--- config.mk ---
export PLATFORM = sky130hd
export DESIGN_NAME = srh_host
export DESIGN_NICKNAME = d
export VERILOG_FILES = /design/src/rtl/srh_pkg.sv /design/src/rtl/srh_timer_if.sv /design/src/rtl/srh_host.sv /design/src/rtl/srh_phase_timer.sv
export SDC_FILE = /design/constraint.sdc
export NUM_CORES = 1
export LEC_CHECK = 0
export BUFFER_PORTS_ARGS = -buffer_cell sky130_fd_sc_hd__buf_4
export CAP_MARGIN = 30
export CELL_PAD_IN_SITES_DETAIL_PLACEMENT = 1
export CELL_PAD_IN_SITES_GLOBAL_PLACEMENT = 1
export CORE_MARGIN = 3
export CORE_UTILIZATION = 33
export DETAILED_ROUTE_END_ITERATION = 7
export MAX_ROUTING_LAYER = met4
export PLACE_DENSITY = 0.83
export SYNTH_ARGS = -nofsm -noshare
export SYNTH_HDL_FRONTEND = slang
export SYNTH_SLANG_ARGS = --single-unit
--- constraint.sdc ---
create_clock -name ref_clk -period 1.8 [get_ports ref_clk]
set_input_delay 0.18 -clock ref_clk [delete_from_list [all_inputs] [get_ports ref_clk]]
set_output_delay 0.18 -clock ref_clk [all_outputs]
set_load 0.03 [all_outputs]
--- src/rtl/srh_pkg.sv ---
// constants shared by the strobe-latched ram host controller
// assumes a 50 MHz ref_clk; all pin times are rounded up to whole cycles
`default_nettype none

package srh_pkg;

    // -------------------------------------------------------------
    // widths of the memory being driven
    // -------------------------------------------------------------
    localparam int ADDR_W = 8;                  // 256 words
    localparam int DATA_W = 4;                  // four bits per word
    localparam int CNT_W  = 6;

    // -------------------------------------------------------------
    // pin timing in ns, slowest grade, and derived cycle counts
    // -------------------------------------------------------------
    localparam int PERIOD_NS  = 20;
    localparam int AS_NS      = 25;             // address set-up
    localparam int WP_NS      = 165;            // strobe/write pulse low
    localparam int ACS_NS     = 300;            // access from strobe
    localparam int ST_HIGH_NS = 165;            // strobe high width
    localparam int SETTLE_NS  = 1000;           // power-up settle hold

    localparam logic [CNT_W-1:0] AS_CYC =
        CNT_W'((AS_NS + PERIOD_NS - 1) / PERIOD_NS);
    localparam logic [CNT_W-1:0] WRITE_LOW_CYC =
        CNT_W'((WP_NS + PERIOD_NS - 1) / PERIOD_NS);
    // one cycle beyond access time so the sample lands on settled data
    localparam logic [CNT_W-1:0] READ_LOW_CYC =
        CNT_W'((ACS_NS + PERIOD_NS - 1) / PERIOD_NS + 1);
    localparam logic [CNT_W-1:0] HIGH_CYC =
        CNT_W'((ST_HIGH_NS + PERIOD_NS - 1) / PERIOD_NS);
    localparam logic [CNT_W-1:0] SETTLE_CYC =
        CNT_W'((SETTLE_NS + PERIOD_NS - 1) / PERIOD_NS);

    localparam logic [CNT_W-1:0] CNT_ONE  = 6'h01;
    localparam logic [CNT_W-1:0] CNT_ZERO = 6'h00;

    // -------------------------------------------------------------
    // cycle sequencer states
    // -------------------------------------------------------------
    typedef enum logic [2:0] {
        POWERUP,
        IDLE,
        SETUP,
        ACTIVE,
        RECOVER
    } srh_state_t;

endpackage : srh_pkg

`default_nettype wire

--- src/rtl/srh_timer_if.sv ---
// interval timer link between sequencer and its phase timer
// assumes both ends sit on ref_clk
`timescale 1ns/1ps
`default_nettype none

interface srh_timer_if;
    logic                     load;
    logic [srh_pkg::CNT_W-1:0] count;
    logic                     expired;

    modport ctrl  (output load, output count, input expired);
    modport timer (input load, input count, output expired);
endinterface : srh_timer_if

`default_nettype wire

--- src/rtl/srh_host.sv ---
// host sequencer for a 256 x 4 strobe-latched static ram
// assumes user requests and ram read pins are synchronous to ref_clk
`timescale 1ns/1ps
`default_nettype none

module srh_host (
    input  wire logic                        ref_clk,
    input  wire logic                        rst_b,
    // user side
    input  wire logic                        reqValid,
    input  wire logic                        reqWrite,
    input  wire logic [srh_pkg::ADDR_W-1:0]  reqAddr,
    input  wire logic [srh_pkg::DATA_W-1:0]  reqData,
    output logic                             reqReady,
    output logic                             rspValid,
    output logic                             rspRefused,
    output logic [srh_pkg::DATA_W-1:0]       rspData,
    input  wire logic                        retentionMode,
    // ram pins
    output logic                             cycleStrobeN,
    output logic                             storedChipSelectN,
    output logic                             levelChipSelectN,
    output logic                             writeEnableN,
    output logic [srh_pkg::ADDR_W-1:0]       addrPins,
    output logic [srh_pkg::DATA_W-1:0]       writeDataBits,
    input  wire logic [srh_pkg::DATA_W-1:0]  readDataBits,
    output logic [srh_pkg::DATA_W-1:0]       sharedDataOut,
    output logic                             sharedDataOeN
);

    // -------------------------------------------------------------
    // sequencer
    // -------------------------------------------------------------
    srh_pkg::srh_state_t       state;
    srh_pkg::srh_state_t       next_state;
    logic                      opWrite;
    logic [srh_pkg::DATA_W-1:0] opData;
    logic                      accept;
    logic                      refuse;
    logic                      inCycle;

    srh_timer_if tmrIf ();

    srh_phase_timer u_timer (
        .ref_clk (ref_clk),
        .rst_b   (rst_b),
        .tmr     (tmrIf.timer)
    );

    // a write offered in retention is answered but never started
    assign accept = (state == srh_pkg::IDLE) && reqValid;
    assign refuse = accept && reqWrite && retentionMode;

    // next phase; every phase but IDLE lasts until the timer expires
    always_comb
    begin
        next_state = state;
        unique case (state)
            srh_pkg::POWERUP:
                if (tmrIf.expired)
                    next_state = srh_pkg::IDLE;
            srh_pkg::IDLE:
                if (accept && !refuse)
                    next_state = srh_pkg::SETUP;
            srh_pkg::SETUP:
                if (tmrIf.expired)
                    next_state = srh_pkg::ACTIVE;
            srh_pkg::ACTIVE:
                if (tmrIf.expired)
                    next_state = srh_pkg::RECOVER;
            srh_pkg::RECOVER:
                if (tmrIf.expired)
                    next_state = srh_pkg::IDLE;
        endcase
    end

    // timer reloads on every change of phase
    always_comb
    begin
        tmrIf.load  = (next_state != state);
        tmrIf.count = srh_pkg::CNT_ONE;
        unique case (next_state)
            srh_pkg::SETUP:
                tmrIf.count = srh_pkg::AS_CYC;
            srh_pkg::ACTIVE:
                tmrIf.count = opWrite ? srh_pkg::WRITE_LOW_CYC
                                      : srh_pkg::READ_LOW_CYC;
            srh_pkg::RECOVER:
                tmrIf.count = srh_pkg::HIGH_CYC;
            default:
                tmrIf.count = srh_pkg::CNT_ONE;
        endcase
    end

    assign inCycle = (next_state == srh_pkg::SETUP) ||
                     (next_state == srh_pkg::ACTIVE) ||
                     (next_state == srh_pkg::RECOVER);

    // phase register
    always_ff @(posedge ref_clk)
    begin
        if (!rst_b)
            state <= srh_pkg::POWERUP;
        else
            state <= next_state;
    end

    // operation latched at acceptance, held for the whole cycle
    always_ff @(posedge ref_clk)
    begin
        if (!rst_b)
        begin
            opWrite <= 1'b0;
            opData  <= '0;
        end
        else if (accept)
        begin
            opWrite <= reqWrite;
            opData  <= reqData;
        end
    end

    // -------------------------------------------------------------
    // ram pins
    // -------------------------------------------------------------

    // address held from set-up through recovery for hold time
    always_ff @(posedge ref_clk)
    begin
        if (!rst_b)
            addrPins <= '0;
        else if (accept)
            addrPins <= reqAddr;
    end

    // strobe stays high through power-up and between cycles
    always_ff @(posedge ref_clk)
    begin
        if (!rst_b)
            cycleStrobeN <= 1'b1;
        else
            cycleStrobeN <= (next_state != srh_pkg::ACTIVE);
    end

    // stored select must be settled before strobe falls
    always_ff @(posedge ref_clk)
    begin
        if (!rst_b)
            storedChipSelectN <= 1'b1;
        else
            storedChipSelectN <= !inCycle;
    end

    // level select falls a cycle after strobe, well inside output enable
    always_ff @(posedge ref_clk)
    begin
        if (!rst_b)
            levelChipSelectN <= 1'b1;
        else
            levelChipSelectN <= !((state == srh_pkg::ACTIVE) &&
                                  (next_state == srh_pkg::ACTIVE));
    end

    // write enable low only inside strobe and level select low
    always_ff @(posedge ref_clk)
    begin
        if (!rst_b)
            writeEnableN <= 1'b1;
        else
            writeEnableN <= !((state == srh_pkg::ACTIVE) &&
                              (next_state == srh_pkg::ACTIVE) &&
                              opWrite && !retentionMode);
    end

    // write data driven through recovery to cover data hold
    always_ff @(posedge ref_clk)
    begin
        if (!rst_b)
        begin
            writeDataBits <= '0;
            sharedDataOut <= '0;
            sharedDataOeN <= 1'b1;
        end
        else
        begin
            writeDataBits <= opData;
            sharedDataOut <= opData;
            // never drive the joined pins on a read, the ram does then;
            // a write withdrawn for retention reads, so let go of them too
            sharedDataOeN <= !(opWrite && inCycle &&
                               (next_state != srh_pkg::SETUP) &&
                               !(retentionMode &&
                                 (next_state == srh_pkg::ACTIVE)));
        end
    end

    // -------------------------------------------------------------
    // user side answers
    // -------------------------------------------------------------

    // ready only in idle; a held request is taken at once
    always_ff @(posedge ref_clk)
    begin
        if (!rst_b)
            reqReady <= 1'b0;
        else
            reqReady <= (next_state == srh_pkg::IDLE) && !accept;
    end

    // answer pulses at the end of the strobe-low phase or on refusal
    always_ff @(posedge ref_clk)
    begin
        if (!rst_b)
        begin
            rspValid   <= 1'b0;
            rspRefused <= 1'b0;
            rspData    <= '0;
        end
        else
        begin
            rspValid   <= refuse ||
                          ((state == srh_pkg::ACTIVE) && tmrIf.expired);
            rspRefused <= refuse;
            if ((state == srh_pkg::ACTIVE) && tmrIf.expired && !opWrite)
                rspData <= readDataBits;
        end
    end

    // -------------------------------------------------------------
    // checks
    // -------------------------------------------------------------
    localparam int RSP_MIN = 9;
    localparam int RSP_MAX = 17;

    write_pulse_a: assert property (@(posedge ref_clk)
        disable iff (!rst_b) !writeEnableN |->
        !cycleStrobeN && !levelChipSelectN)
        else $error("write enable low outside strobe and level select");

    pulse_width_a: assert property (@(posedge ref_clk)
        disable iff (!rst_b) $fell(writeEnableN) |-> (!writeEnableN) [*8])
        else $error("write pulse shorter than eight cycles");

    level_after_a: assert property (@(posedge ref_clk)
        disable iff (!rst_b) $fell(cycleStrobeN) |->
        levelChipSelectN ##1 !levelChipSelectN)
        else $error("level select not one cycle after strobe");

    retention_a: assert property (@(posedge ref_clk)
        disable iff (!rst_b) retentionMode |=> writeEnableN)
        else $error("write enable asserted during retention");

    powerup_hold_a: assert property (@(posedge ref_clk)
        disable iff (!rst_b) $rose(rst_b) |-> cycleStrobeN [*8] ##1 !reqReady)
        else $error("strobe or ready moved during power-up hold");

    addr_setup_a: assert property (@(posedge ref_clk)
        disable iff (!rst_b) $fell(cycleStrobeN) |->
        $stable(addrPins) && !$past(storedChipSelectN))
        else $error("address or stored select not set up at strobe fall");

    addr_hold_a: assert property (@(posedge ref_clk)
        disable iff (!rst_b) $rose(cycleStrobeN) |->
        $stable(addrPins) && !storedChipSelectN)
        else $error("address or stored select released at strobe rise");

    answer_time_a: assert property (@(posedge ref_clk)
        disable iff (!rst_b) $fell(cycleStrobeN) |->
        ##[RSP_MIN:RSP_MAX] rspValid)
        else $error("no answer after strobe fall");

    shared_drive_a: assert property (@(posedge ref_clk)
        disable iff (!rst_b) !sharedDataOeN |-> opWrite &&
        !storedChipSelectN && (!writeEnableN || levelChipSelectN))
        else $error("shared data driven outside a write or against the ram");

endmodule : srh_host

`default_nettype wire

--- src/rtl/srh_phase_timer.sv ---
// down counter timing each phase of a ram cycle
// assumes load is a one-cycle pulse and count is at least one
`timescale 1ns/1ps
`default_nettype none

module srh_phase_timer (
    input  wire logic  ref_clk,
    input  wire logic  rst_b,
    srh_timer_if.timer tmr
);

    logic [srh_pkg::CNT_W-1:0] cnt;

    // reset value covers the power-up hold, no load needed
    always_ff @(posedge ref_clk)
    begin
        if (!rst_b)
            cnt <= srh_pkg::SETTLE_CYC - srh_pkg::CNT_ONE;
        else if (tmr.load)
            cnt <= tmr.count - srh_pkg::CNT_ONE;
        else if (cnt != srh_pkg::CNT_ZERO)
            cnt <= cnt - srh_pkg::CNT_ONE;
    end

    // expired on the last cycle of the loaded interval
    assign tmr.expired = (cnt == srh_pkg::CNT_ZERO);

endmodule : srh_phase_timer

`default_nettype wire

=== Yosys cells after proc, flatten, opt, wreduce, memory -nomap -nowiden ===
Cells that the tools add are included.

* Add/sub/neg operators: 2
* Equal/unequal tests: 11
* Mux-type cells: 9
* Reduce and logical (&&, ||, !) cells: 31

{| class="wikitable"
|+ Operator list
! cell !! number
|-
| case mux 5 bit (3 select lines) || 1
|-
| logical AND 1 bit || 14
|-
| == test 3 x 2 -> 1 bit, second input constant || 4
|-
| two-way mux 3 bit || 4
|-
| two-way mux 6 bit || 2
|-
| case mux 3 bit (4 select lines) || 1
|-
| zero test 1 bit || 9
|-
| == test 3 x 1 -> 1 bit, second input constant || 2
|-
| == test 3 bit, second input constant || 2
|-
| zero test 6 bit || 1
|-
| != test 3 x 2 -> 1 bit, second input constant || 2
|-
| nonzero test 6 bit || 1
|-
| subtractor 5 x 1 -> 6 bit, second input constant || 1
|-
| subtractor 6 x 1 -> 6 bit, second input constant || 1
|-
| two-way mux 5 bit || 1
|-
| zero test 3 bit || 1
|-
| logical OR 1 bit || 3
|-
| != test 3 bit || 1
|-
| nonzero test 2 bit || 1
|-
| OR reduction 2 bit || 1
|}

* Register bits after elaboration: 38
* Logic and storage cells: 68

=== Depth between registers and ports, before layout ===
Gate-level depths: netlist (run 1).

* Word-level depth: 15
* Depth in mapped cells: 10
* Gate-level depth less buffers: 9

=== Modules after synthesis ===
Synthesis (run 1) repeated with hierarchy kept, for this count alone.

* Cell total of the unflattened synthesis: 191
* Area, all modules: 1,727.9 µm²

{| class="wikitable"
|+ By module, submodules not included
! module !! instances !! cells an instance !! area an instance (µm²)
|-
| srh_host || 1 || 150 || 1,318.8
|-
| srh_phase_timer || 1 || 41 || 409.1
|}

=== Least setup slack after synthesis (run 1) ===
OpenSTA, ideal clock, no wires.

* Kind: register -> register
* Start point: register u_timer.cnt[1] (netlist name)
* End point: register u_timer.cnt[4] (netlist name)
* Setup time: 0.134 ns
* Data arrival time: 1.804 ns
* Data required time: 1.666 ns
* Path slack: -0.138 ns
* Cell stages (with the launch flop): 11
* Path buffers: 1
* Period minus slack after synthesis: 1.938 ns
* Path through: dfxtp_1 > nor3_2 > buf_2 > a32o_1 > a211oi_2 > o32ai_1 > ha_1 > inv_1 > a221oi_1 > a21o_1 > nand3_1

* Longest elaborated chain between the ends: 7

{| class="wikitable"
|+ RTL lines
! item !! RTL line !! text
|-
| start: declaration || srh_phase_timer.sv:12 || <nowiki>logic [srh_pkg::CNT_W-1:0] cnt;</nowiki>
|-
| start signal: assignment || srh_phase_timer.sv:18 || <nowiki>cnt <= srh_pkg::SETTLE_CYC - srh_pkg::CNT_ONE;</nowiki>
|-
| start signal: assignment || srh_phase_timer.sv:20 || <nowiki>cnt <= tmr.count - srh_pkg::CNT_ONE;</nowiki>
|-
| start signal: assignment || srh_phase_timer.sv:22 || <nowiki>cnt <= cnt - srh_pkg::CNT_ONE;</nowiki>
|-
| zero test 6 bit || srh_phase_timer.sv:26 || <nowiki>assign tmr.expired = (cnt == srh_pkg::CNT_ZERO);</nowiki>
|-
| two-way mux 3 bit, on equally long branches || -- ||
|-
| case mux 3 bit (4 select lines) || srh_host.sv:58 || <nowiki>unique case (state)</nowiki>
|-
| == test 3 bit or == test 3 x 2 -> 1 bit (tied branches) || srh_host.sv:82 || <nowiki>unique case (next_state)</nowiki>
|-
| case mux 5 bit (3 select lines) || srh_host.sv:82 ||
|-
| subtractor 5 x 1 -> 6 bit || srh_phase_timer.sv:20 ||
|-
| two-way mux 6 bit || srh_phase_timer.sv:19 || <nowiki>else if (tmr.load)</nowiki>
|}

Several ways; a longest one is shown, not always the timed one. The select of a mux whose other input is x is not followed.
A chain may end at the register's enable or synchronous reset.

=== Worst setup path in the final report (run 1) ===
* Start point: register state[1]
* End point: register u_timer.cnt[2] (netlist name)

* Longest elaborated chain between the ends: 12

{| class="wikitable"
|+ RTL lines
! item !! RTL line !! text
|-
| start: declaration || srh_host.sv:34 || <nowiki>srh_pkg::srh_state_t state;</nowiki>
|-
| start signal: assignment || srh_host.sv:103 || <nowiki>state <= srh_pkg::POWERUP;</nowiki>
|-
| start signal: assignment || srh_host.sv:105 || <nowiki>state <= next_state;</nowiki>
|-
| == test 3 x 1 -> 1 bit || srh_host.sv:51, srh_host.sv:58 ||
|-
| logical AND 1 bit || srh_host.sv:51 || <nowiki>assign accept = (state == srh_pkg::IDLE) && reqValid;</nowiki>
|-
| logical AND 1 bit (2 in series) || srh_host.sv:52 || <nowiki>assign refuse = accept && reqWrite && retentionMode;</nowiki>
|-
| zero test 1 bit || srh_host.sv:63 || <nowiki>if (accept && !refuse)</nowiki>
|-
| logical AND 1 bit || srh_host.sv:63 ||
|-
| two-way mux 3 bit || srh_host.sv:63 ||
|-
| case mux 3 bit (4 select lines) || srh_host.sv:58 ||
|-
| == test 3 bit or == test 3 x 2 -> 1 bit (tied branches) || srh_host.sv:82 ||
|-
| case mux 5 bit (3 select lines) || srh_host.sv:82 ||
|-
| subtractor 5 x 1 -> 6 bit || srh_phase_timer.sv:20 ||
|-
| two-way mux 6 bit || srh_phase_timer.sv:19 ||
|}

Several ways; a longest one is shown, not always the timed one.

==> run summary, run 1 <==
Ranking of synthesized cells by area = dfxtp_1 45%, nand2_1 8.5%, a21boi_0 6.7%
Initial DRC count = 66
Core area = 4820 um2
Via count = 1664
Die ar. = 5960 um2
Post-synth top flop = dfxtp_1
CTS Root Cell = clkbuf_8
Startpoint Class = flop
Synth area leader = dfxtp_1
Cell Rows = 25
CP Capture Type = flop
Num ports = 49
Overflow after GRT = 0
Hold Vio Cnt, Final = 0
Placement Setup Slack = -0.187 ns
Vias/cell = 5.01
Final ANT Viol Nets = 0
Global-route wire length before repair = 8410 um
Final Max Tran Viols = 0
Cell Chain, Critical Path = buf_6 > buf_6 > a32o_2 > a211oi_4 > o32ai_4 > ha_4 > and3_4 > o21a_1
Largest net degree at the start of global routing = 34
Synth top area share = 0.455
Least-Margin Pin Slew = 0.344 ns
Worst path depth = 8
Post-synthesis cell type count = 48
Reg2Reg Setup Slack = -0.16 ns
Post-route insts no fill = 332
Share of layout cells above drive strength 1 = 0.491
CTS max path bufs = 2
Failing checks = negative setup slack
Avg Cell Area, Syn = 8.85 um2
Num CTS Buffers = 5
Worst R2R Start = state[1]
# diodes = 0
CTS Sinks = 38
Buf+Inv Stages, Crit Path = 2
Design Area, Final = 2620 um2
Crit Path Max Fanout = 5
Delay-heaviest family, CP = compound AO/OA/AOI/OAI gates
Final period util = 1.09
Clock skew = 0.0106 ns
RSZ-0062 raised after global routing = true
Clock Pin Slew Worst Setup and Hold Paths = 0.08 ns
Final net count = 287
Cells after DPL = 319
Worst setup path class = flop to flop
Final WS setup = -0.157 ns
CP arrival = 2.15 ns
I/O Buffers = 48
Synth Warn # = 0
Placer Congestion = 0.865
# fillers = 575
GR Util All Layers = 0.186
DIE HEIGHT = 77.2 um
H-tree depth = 2
Clk_lat worst skew = 0.29 ns
Final setup vio count = 3
Async SR Flop Fraction = 0
Status = complete, but fails checks
Sequential-to-total area share from yosys stat = 0.455
Critical path required time = 1.99 ns
WL/cell = 16.5 um
FF+latch count, synth = 38
Rel. slew slack = 0.770
First-pass DRT Iterations = 4
Max IR drop VDD = 0.536 mV
Min-delay worst type = input port to flop
Dpl cell area = 2280 um2
PD cells = 693 nW/um2
Area Growth Syn to Fin = 56.8%
Setup_tns = -0.325 ns
Initial Util = 0.347
Pleak = 1.10 nW
Cells after Synth = 189
Mapped Area = 1670 um2
RR Endpoint = u_timer.cnt[2]
Reg2reg path depth = 8
Die Wd = 77.2 um
Final HPWL DP = 3700 um
Delay of the slowest critical-path stage = 0.37 ns
Initial antenna violation count = 0
List of most frequent post-synthesis cells = 38 x dfxtp_1, 38 x nand2_1, 15 x a21boi_0
F_max = 0.511 GHz
Vias in the first global route = 1727
Number of synthesized flops with an enable pin = 0
Critical Path Source = state[1]
DRC viols = 0
Final Critical Period = 1.96 ns
Syn nets = 211
CTS tree = built
CP max-delay cell = dfxtp_4
Post-Route WL = 5480 um
Max-Cap Viols = 0
Crit path capture = u_timer.cnt[2]
CP most frequent cell = buf_6
worst min path at each step:
stage | from | endpoint | slack, ns | depth (start not counted)
5_1_grt | reqAddr[1] | addrPins[1] | 0.14 | 3
6_report | readDataBits[2] | rspData[2] | 0.14 | 3
4_1_cts | readDataBits[2] | rspData[2] | 0.14 | 3
3_5_place_dp | retentionMode | writeEnableN | 0.44 | 2
3_3_place_gp | readDataBits[3] | rspData[3] | 0.43 | 3
2_1_floorplan | rst_b | storedChipSelectN | 0.28 | 1
where the power goes:
part           switching (mW)  internal, mW
Clock                   0.306         0.443
Combinational          0.0875         0.103
Sequential             0.0235         0.854
logic make-up (layout without fill, tap and decap cells):
group,Yosys count,after routing,share of synthesized area
muxes,4,4,0.0239
and+or+nand+nor,82,82,0.255
adders and majority gates,1,1,0.00748
DFF,38,38,0.455
xor gates and xnor gates,1,1,0.00524
AOI/OAI and AO/OA,43,43,0.191
buffers and inverters,20,96,0.0628
layout make-up:
class / instances / area (um2) / share of cell area
clock buffer: 6 / 82.6 / 0.0315
sequential: 38 / 779 / 0.297
timing repair buffer: 84 / 646 / 0.246
multi-input combinational: 131 / 982 / 0.375
tap: 67 / 83.8 / 0.0320
clock inverter: 1 / 30.0 / 0.0115
inverter: 5 / 18.8 / 0.00716
per-layer routing:
metal / vias to the layer above / track usage / part of all wire
met4: 0 / 0.0783 / 0.023
li1: 799 / - / -
met3: 11 / 0.0411 / 0.040
met1: 812 / 0.196 / 0.40
met5: - / - / 0
met2: 42 / 0.334 / 0.53
flip-flops by register name (all words and copies together) (netlist names):
register,count
rspRefused,1
opWrite,1
cycleStrobeN,1
sharedDataOeN,1
levelChipSelectN,1
sharedDataOut,4
state,3
rspValid,1
storedChipSelectN,1
rspData,4
writeEnableN,1
reqReady,1
u_timer.cnt,6
opData,4
addrPins,8
what timing repair did:
action	in CTS	in global routing
endpoints found under the hold margin	0	0
hold buffers	0	0
resized for setup	23	20
setup buffers	4	7
pin swaps	8	22
endpoints found under the setup margin	5	10
through the flow:
stage / hold slack (ns) / utilization / total power, mW
final: 0.137 / 0.544 / 1.82
after global routing: 0.136 / 0.544 / 1.89
after CTS: 0.140 / 0.525 / 1.81
after detailed placement: 0.444 / 0.474 / 1.06
after global placement: 0.430 / 0.474 / 1.05
after floorplan: 0.275 / - / 0.973
cells in the final DEF (no fill, tap or decap), types with 5 or more instances in the layout:
| cell | count |
|---|---|
| a21boi_0 | 15 |
| nand2_1 | 38 |
| nor2_1 | 7 |
| o21ai_0 | 5 |
| nor2b_1 | 5 |
| and2_1 | 5 |
| buf_4 | 80 |
| dfxtp_2 | 6 |
| clkbuf_8 | 6 |
| dfxtp_1 | 29 |
tightest hold or removal path, cell delays in order:
cell and delay, ns:
buf_4 0.07, mux2i_1 0.05, nor2b_1 0.09
(Power assumes the default switching activity.)
==> inputs of run 2 (changes only) <==
--- a/config.mk
+++ b/config.mk
@@ -14,6 +14,7 @@
 export DETAILED_ROUTE_END_ITERATION = 7
 export MAX_ROUTING_LAYER = met4
 export PLACE_DENSITY = 0.83
+export SETUP_SLACK_MARGIN = 0.2
 export SYNTH_ARGS = -nofsm -noshare
 export SYNTH_HDL_FRONTEND = slang
 export SYNTH_SLANG_ARGS = --single-unit
==> run 2 against run 1 <==
  * The flow still finishes with violations (negative setup slack)
  * Core utilization is 1.0 points lower
  * Clock skew is 0.0034 ns higher
  * Sequential cell count stayed put
  * Sequential share of layout area is 0.66 points higher
  * Worst setup slack worse by 0.051 ns
==> run summary, run 2 (synthesis gave the netlist of run 1 again) <==
Largest net degree at the start of global routing = 34 (unchanged)
DRC viols = 0 (unchanged)
Via count = 1684 (was 1664)
Reg2Reg Setup Slack = -0.21 ns (was -0.16 ns)
Final setup vio count = 5 (was 3)
Placer Congestion = 0.885 (was 0.865)
Final HPWL DP = 3350 um (was 3700 um)
Final ANT Viol Nets = 0 (unchanged)
Clock share of power = 0.452 (was 0.412)
Least-Margin Pin Slew = 0.372 ns (was 0.344 ns)
Post-route insts no fill = 332 (unchanged)
Final Power = 1.94 mW (was 1.82 mW)
Hold_sp = reqData[0] (was readDataBits[2])
Post-Route WL = 5390 um (was 5480 um)
Hold Path Cell Cnt = 3 (unchanged)
Overflow after GRT = 0 (unchanged)
Hold Vio Cnt, Final = 0 (unchanged)
Reg2reg path depth = 7 (was 8)
Clock Pin Slew Worst Setup and Hold Paths = 0.08 ns (about the same)
Clk_lat worst skew = 0.30 ns (was 0.29 ns)
Final Max Tran Viols = 0 (unchanged)
Sw frac = 0.219 (was 0.229)
Area Growth Syn to Fin = 53.9% (was 56.8%)
Final core utilization = 0.534 (was 0.544)
Rel. slew slack = 0.752 (was 0.770)
PD cells = 753 nW/um2 (was 693 nW/um2)
GR Util All Layers = 0.182 (was 0.186)
Comb pwr share = 0.096 (was 0.105)
WL/cell = 16.2 um (was 16.5 um)
# diodes = 0 (unchanged)
Initial DRC count = 67 (was 66)
First-pass DRT Iterations = 4 (unchanged)
Die Wd = 77.2 um (unchanged)
Commonest cells after routing, fill and taps aside = 76 x buf_4, 37 x nand2_1, 29 x dfxtp_1 (was 80 x buf_4, 38 x nand2_1, 29 x dfxtp_1)
Int Pwr = 1.51 mW (was 1.40 mW)
Final WS setup = -0.207 ns (was -0.157 ns)
Critical path required time = 2.00 ns (was 1.99 ns)
Reg power frac = 0.452 (was 0.483)
Final Critical Period = 2.01 ns (was 1.96 ns)
DIE HEIGHT = 77.2 um (unchanged)
Min-delay worst type = input port to flop (unchanged)
F_max = 0.498 GHz (was 0.511 GHz)
Failing checks = negative setup slack (unchanged)
Core area = 4820 um2 (unchanged)
Status = complete, but fails checks (unchanged)
RSZ-0062 raised after global routing = true (unchanged)
RR Endpoint = u_timer.cnt[2] (unchanged)
Cells after DPL = 312 (was 319)
Placement Setup Slack = -0.185 ns (was -0.187 ns)
Min Hold Slack = 0.127 ns (was 0.137 ns)
I/O Buffers = 48 (unchanged)
Die ar. = 5960 um2 (unchanged)
Reg with most FFs = addrPins (unchanged)
Share of layout cells above drive strength 1 = 0.479 (was 0.491)
Switching pwr = 0.425 mW (was 0.417 mW)
Cell Rows = 25 (unchanged)
Post-CTS Hold Buffers = 0 (unchanged)
Pleak = 1.10 nW (about the same)
Final net count = 286 (was 287)
Worst setup path class = flop to flop (unchanged)
Worst R2R Start = state[1] (unchanged)
Design Area, Final = 2570 um2 (was 2620 um2)
CTS max path bufs = 2 (unchanged)
Num CTS Buffers = 5 (unchanged)
Dpl cell area = 2230 um2 (was 2280 um2)
Initial antenna violation count = 0 (unchanged)
Top Registers = addrPins: 8 flops, u_timer.cnt: 6 flops (unchanged)
Crit Path Max Fanout = 6 (was 5)
CP Capture Type = flop (unchanged)
Final period util = 1.12 (was 1.09)
Vias/cell = 5.07 (was 5.01)
Initial Util = 0.347 (unchanged)
CTS tree = built (unchanged)
CTS Sinks = 38 (unchanged)
Commonest non-fill, non-tap cell in the layout = buf_4 (unchanged)
Endpoint of the worst hold-timing path = opData[0] (was rspData[2])
Num ports = 49 (unchanged)
Setup_tns = -0.608 ns (was -0.325 ns)
Global-route wire length before repair = 8310 um (was 8410 um)
Startpoint Class = flop (unchanged)
# fillers = 583 (was 575)
H-tree depth = 2 (unchanged)
Max-Cap Viols = 0 (unchanged)
CP arrival = 2.20 ns (was 2.15 ns)
Clock skew = 0.0140 ns (was 0.0106 ns)
Max IR drop VDD = 0.307 mV (was 0.536 mV)
Number of flip-flops in the largest register = 8 (unchanged)
CTS Root Cell = clkbuf_8 (unchanged)
Vias in the first global route = 1674 (was 1727)
==> run 2: worst max-delay path: stages (launching register included) <==
cell       delay [ns]
dfxtp_4          0.38
a2111oi_4        0.44
nor2_2           0.11
a211oi_2         0.28
o32ai_4          0.14
ha_2             0.23
and3_1           0.15
o21a_1           0.16
==> run 2: area by class of cell <==
type | count | area, um2 | area share
clock inverter | 3 | 68.8 | 0.0267
tap | 67 | 83.8 | 0.0326
inverter | 5 | 18.8 | 0.00729
multi-input combinational | 131 | 902 | 0.351
sequential | 38 | 782 | 0.304
timing repair buffer | 83 | 649 | 0.252
clock buffer | 5 | 68.8 | 0.0267
==> run 2: metal layers <==
layer | part of all wire | up-vias | GRT usage
met5 | 0 | - | -
met4 | 0.020 | 0 | 0.0694
met3 | 0.050 | 9 | 0.0458
met2 | 0.53 | 59 | 0.318
met1 | 0.40 | 815 | 0.199
li1 | - | 801 | -
==> run 2: power by group through the flow <==
| stage | clock network [mW] | registers (mW) | logic, mW |
|---|---|---|---|
| after floorplan | 0 | 0.894 | 0.0784 |
| after global placement | 0 | 0.892 | 0.158 |
| after detailed placement | 0 | 0.895 | 0.162 |
| after CTS | 0.886 | 0.876 | 0.174 |
| after global routing | 0.923 | 0.878 | 0.203 |
| final | 0.877 | 0.876 | 0.185 |
==> run 2: timing repair <==
action                                  in CTS  in global routing
pin swaps                                   13                 17
endpoints found under the setup margin      12                 16
resized for setup                           17                 21
buffers inserted                             6                  6
==> run 2: worst max-delay path by stage <==
stage                    from        endpoint  slack, ns  cells past startpoint
2_1_floorplan        state[2]  u_timer.cnt[2]      -0.07                      8
3_3_place_gp   u_timer.cnt[1]  u_timer.cnt[4]      -0.09                     10
3_5_place_dp   u_timer.cnt[1]  u_timer.cnt[4]      -0.19                     10
4_1_cts        u_timer.cnt[1]  u_timer.cnt[4]      -0.17                     10
5_1_grt              state[1]  u_timer.cnt[2]      -0.27                      7
6_report             state[1]  u_timer.cnt[2]      -0.21                      7
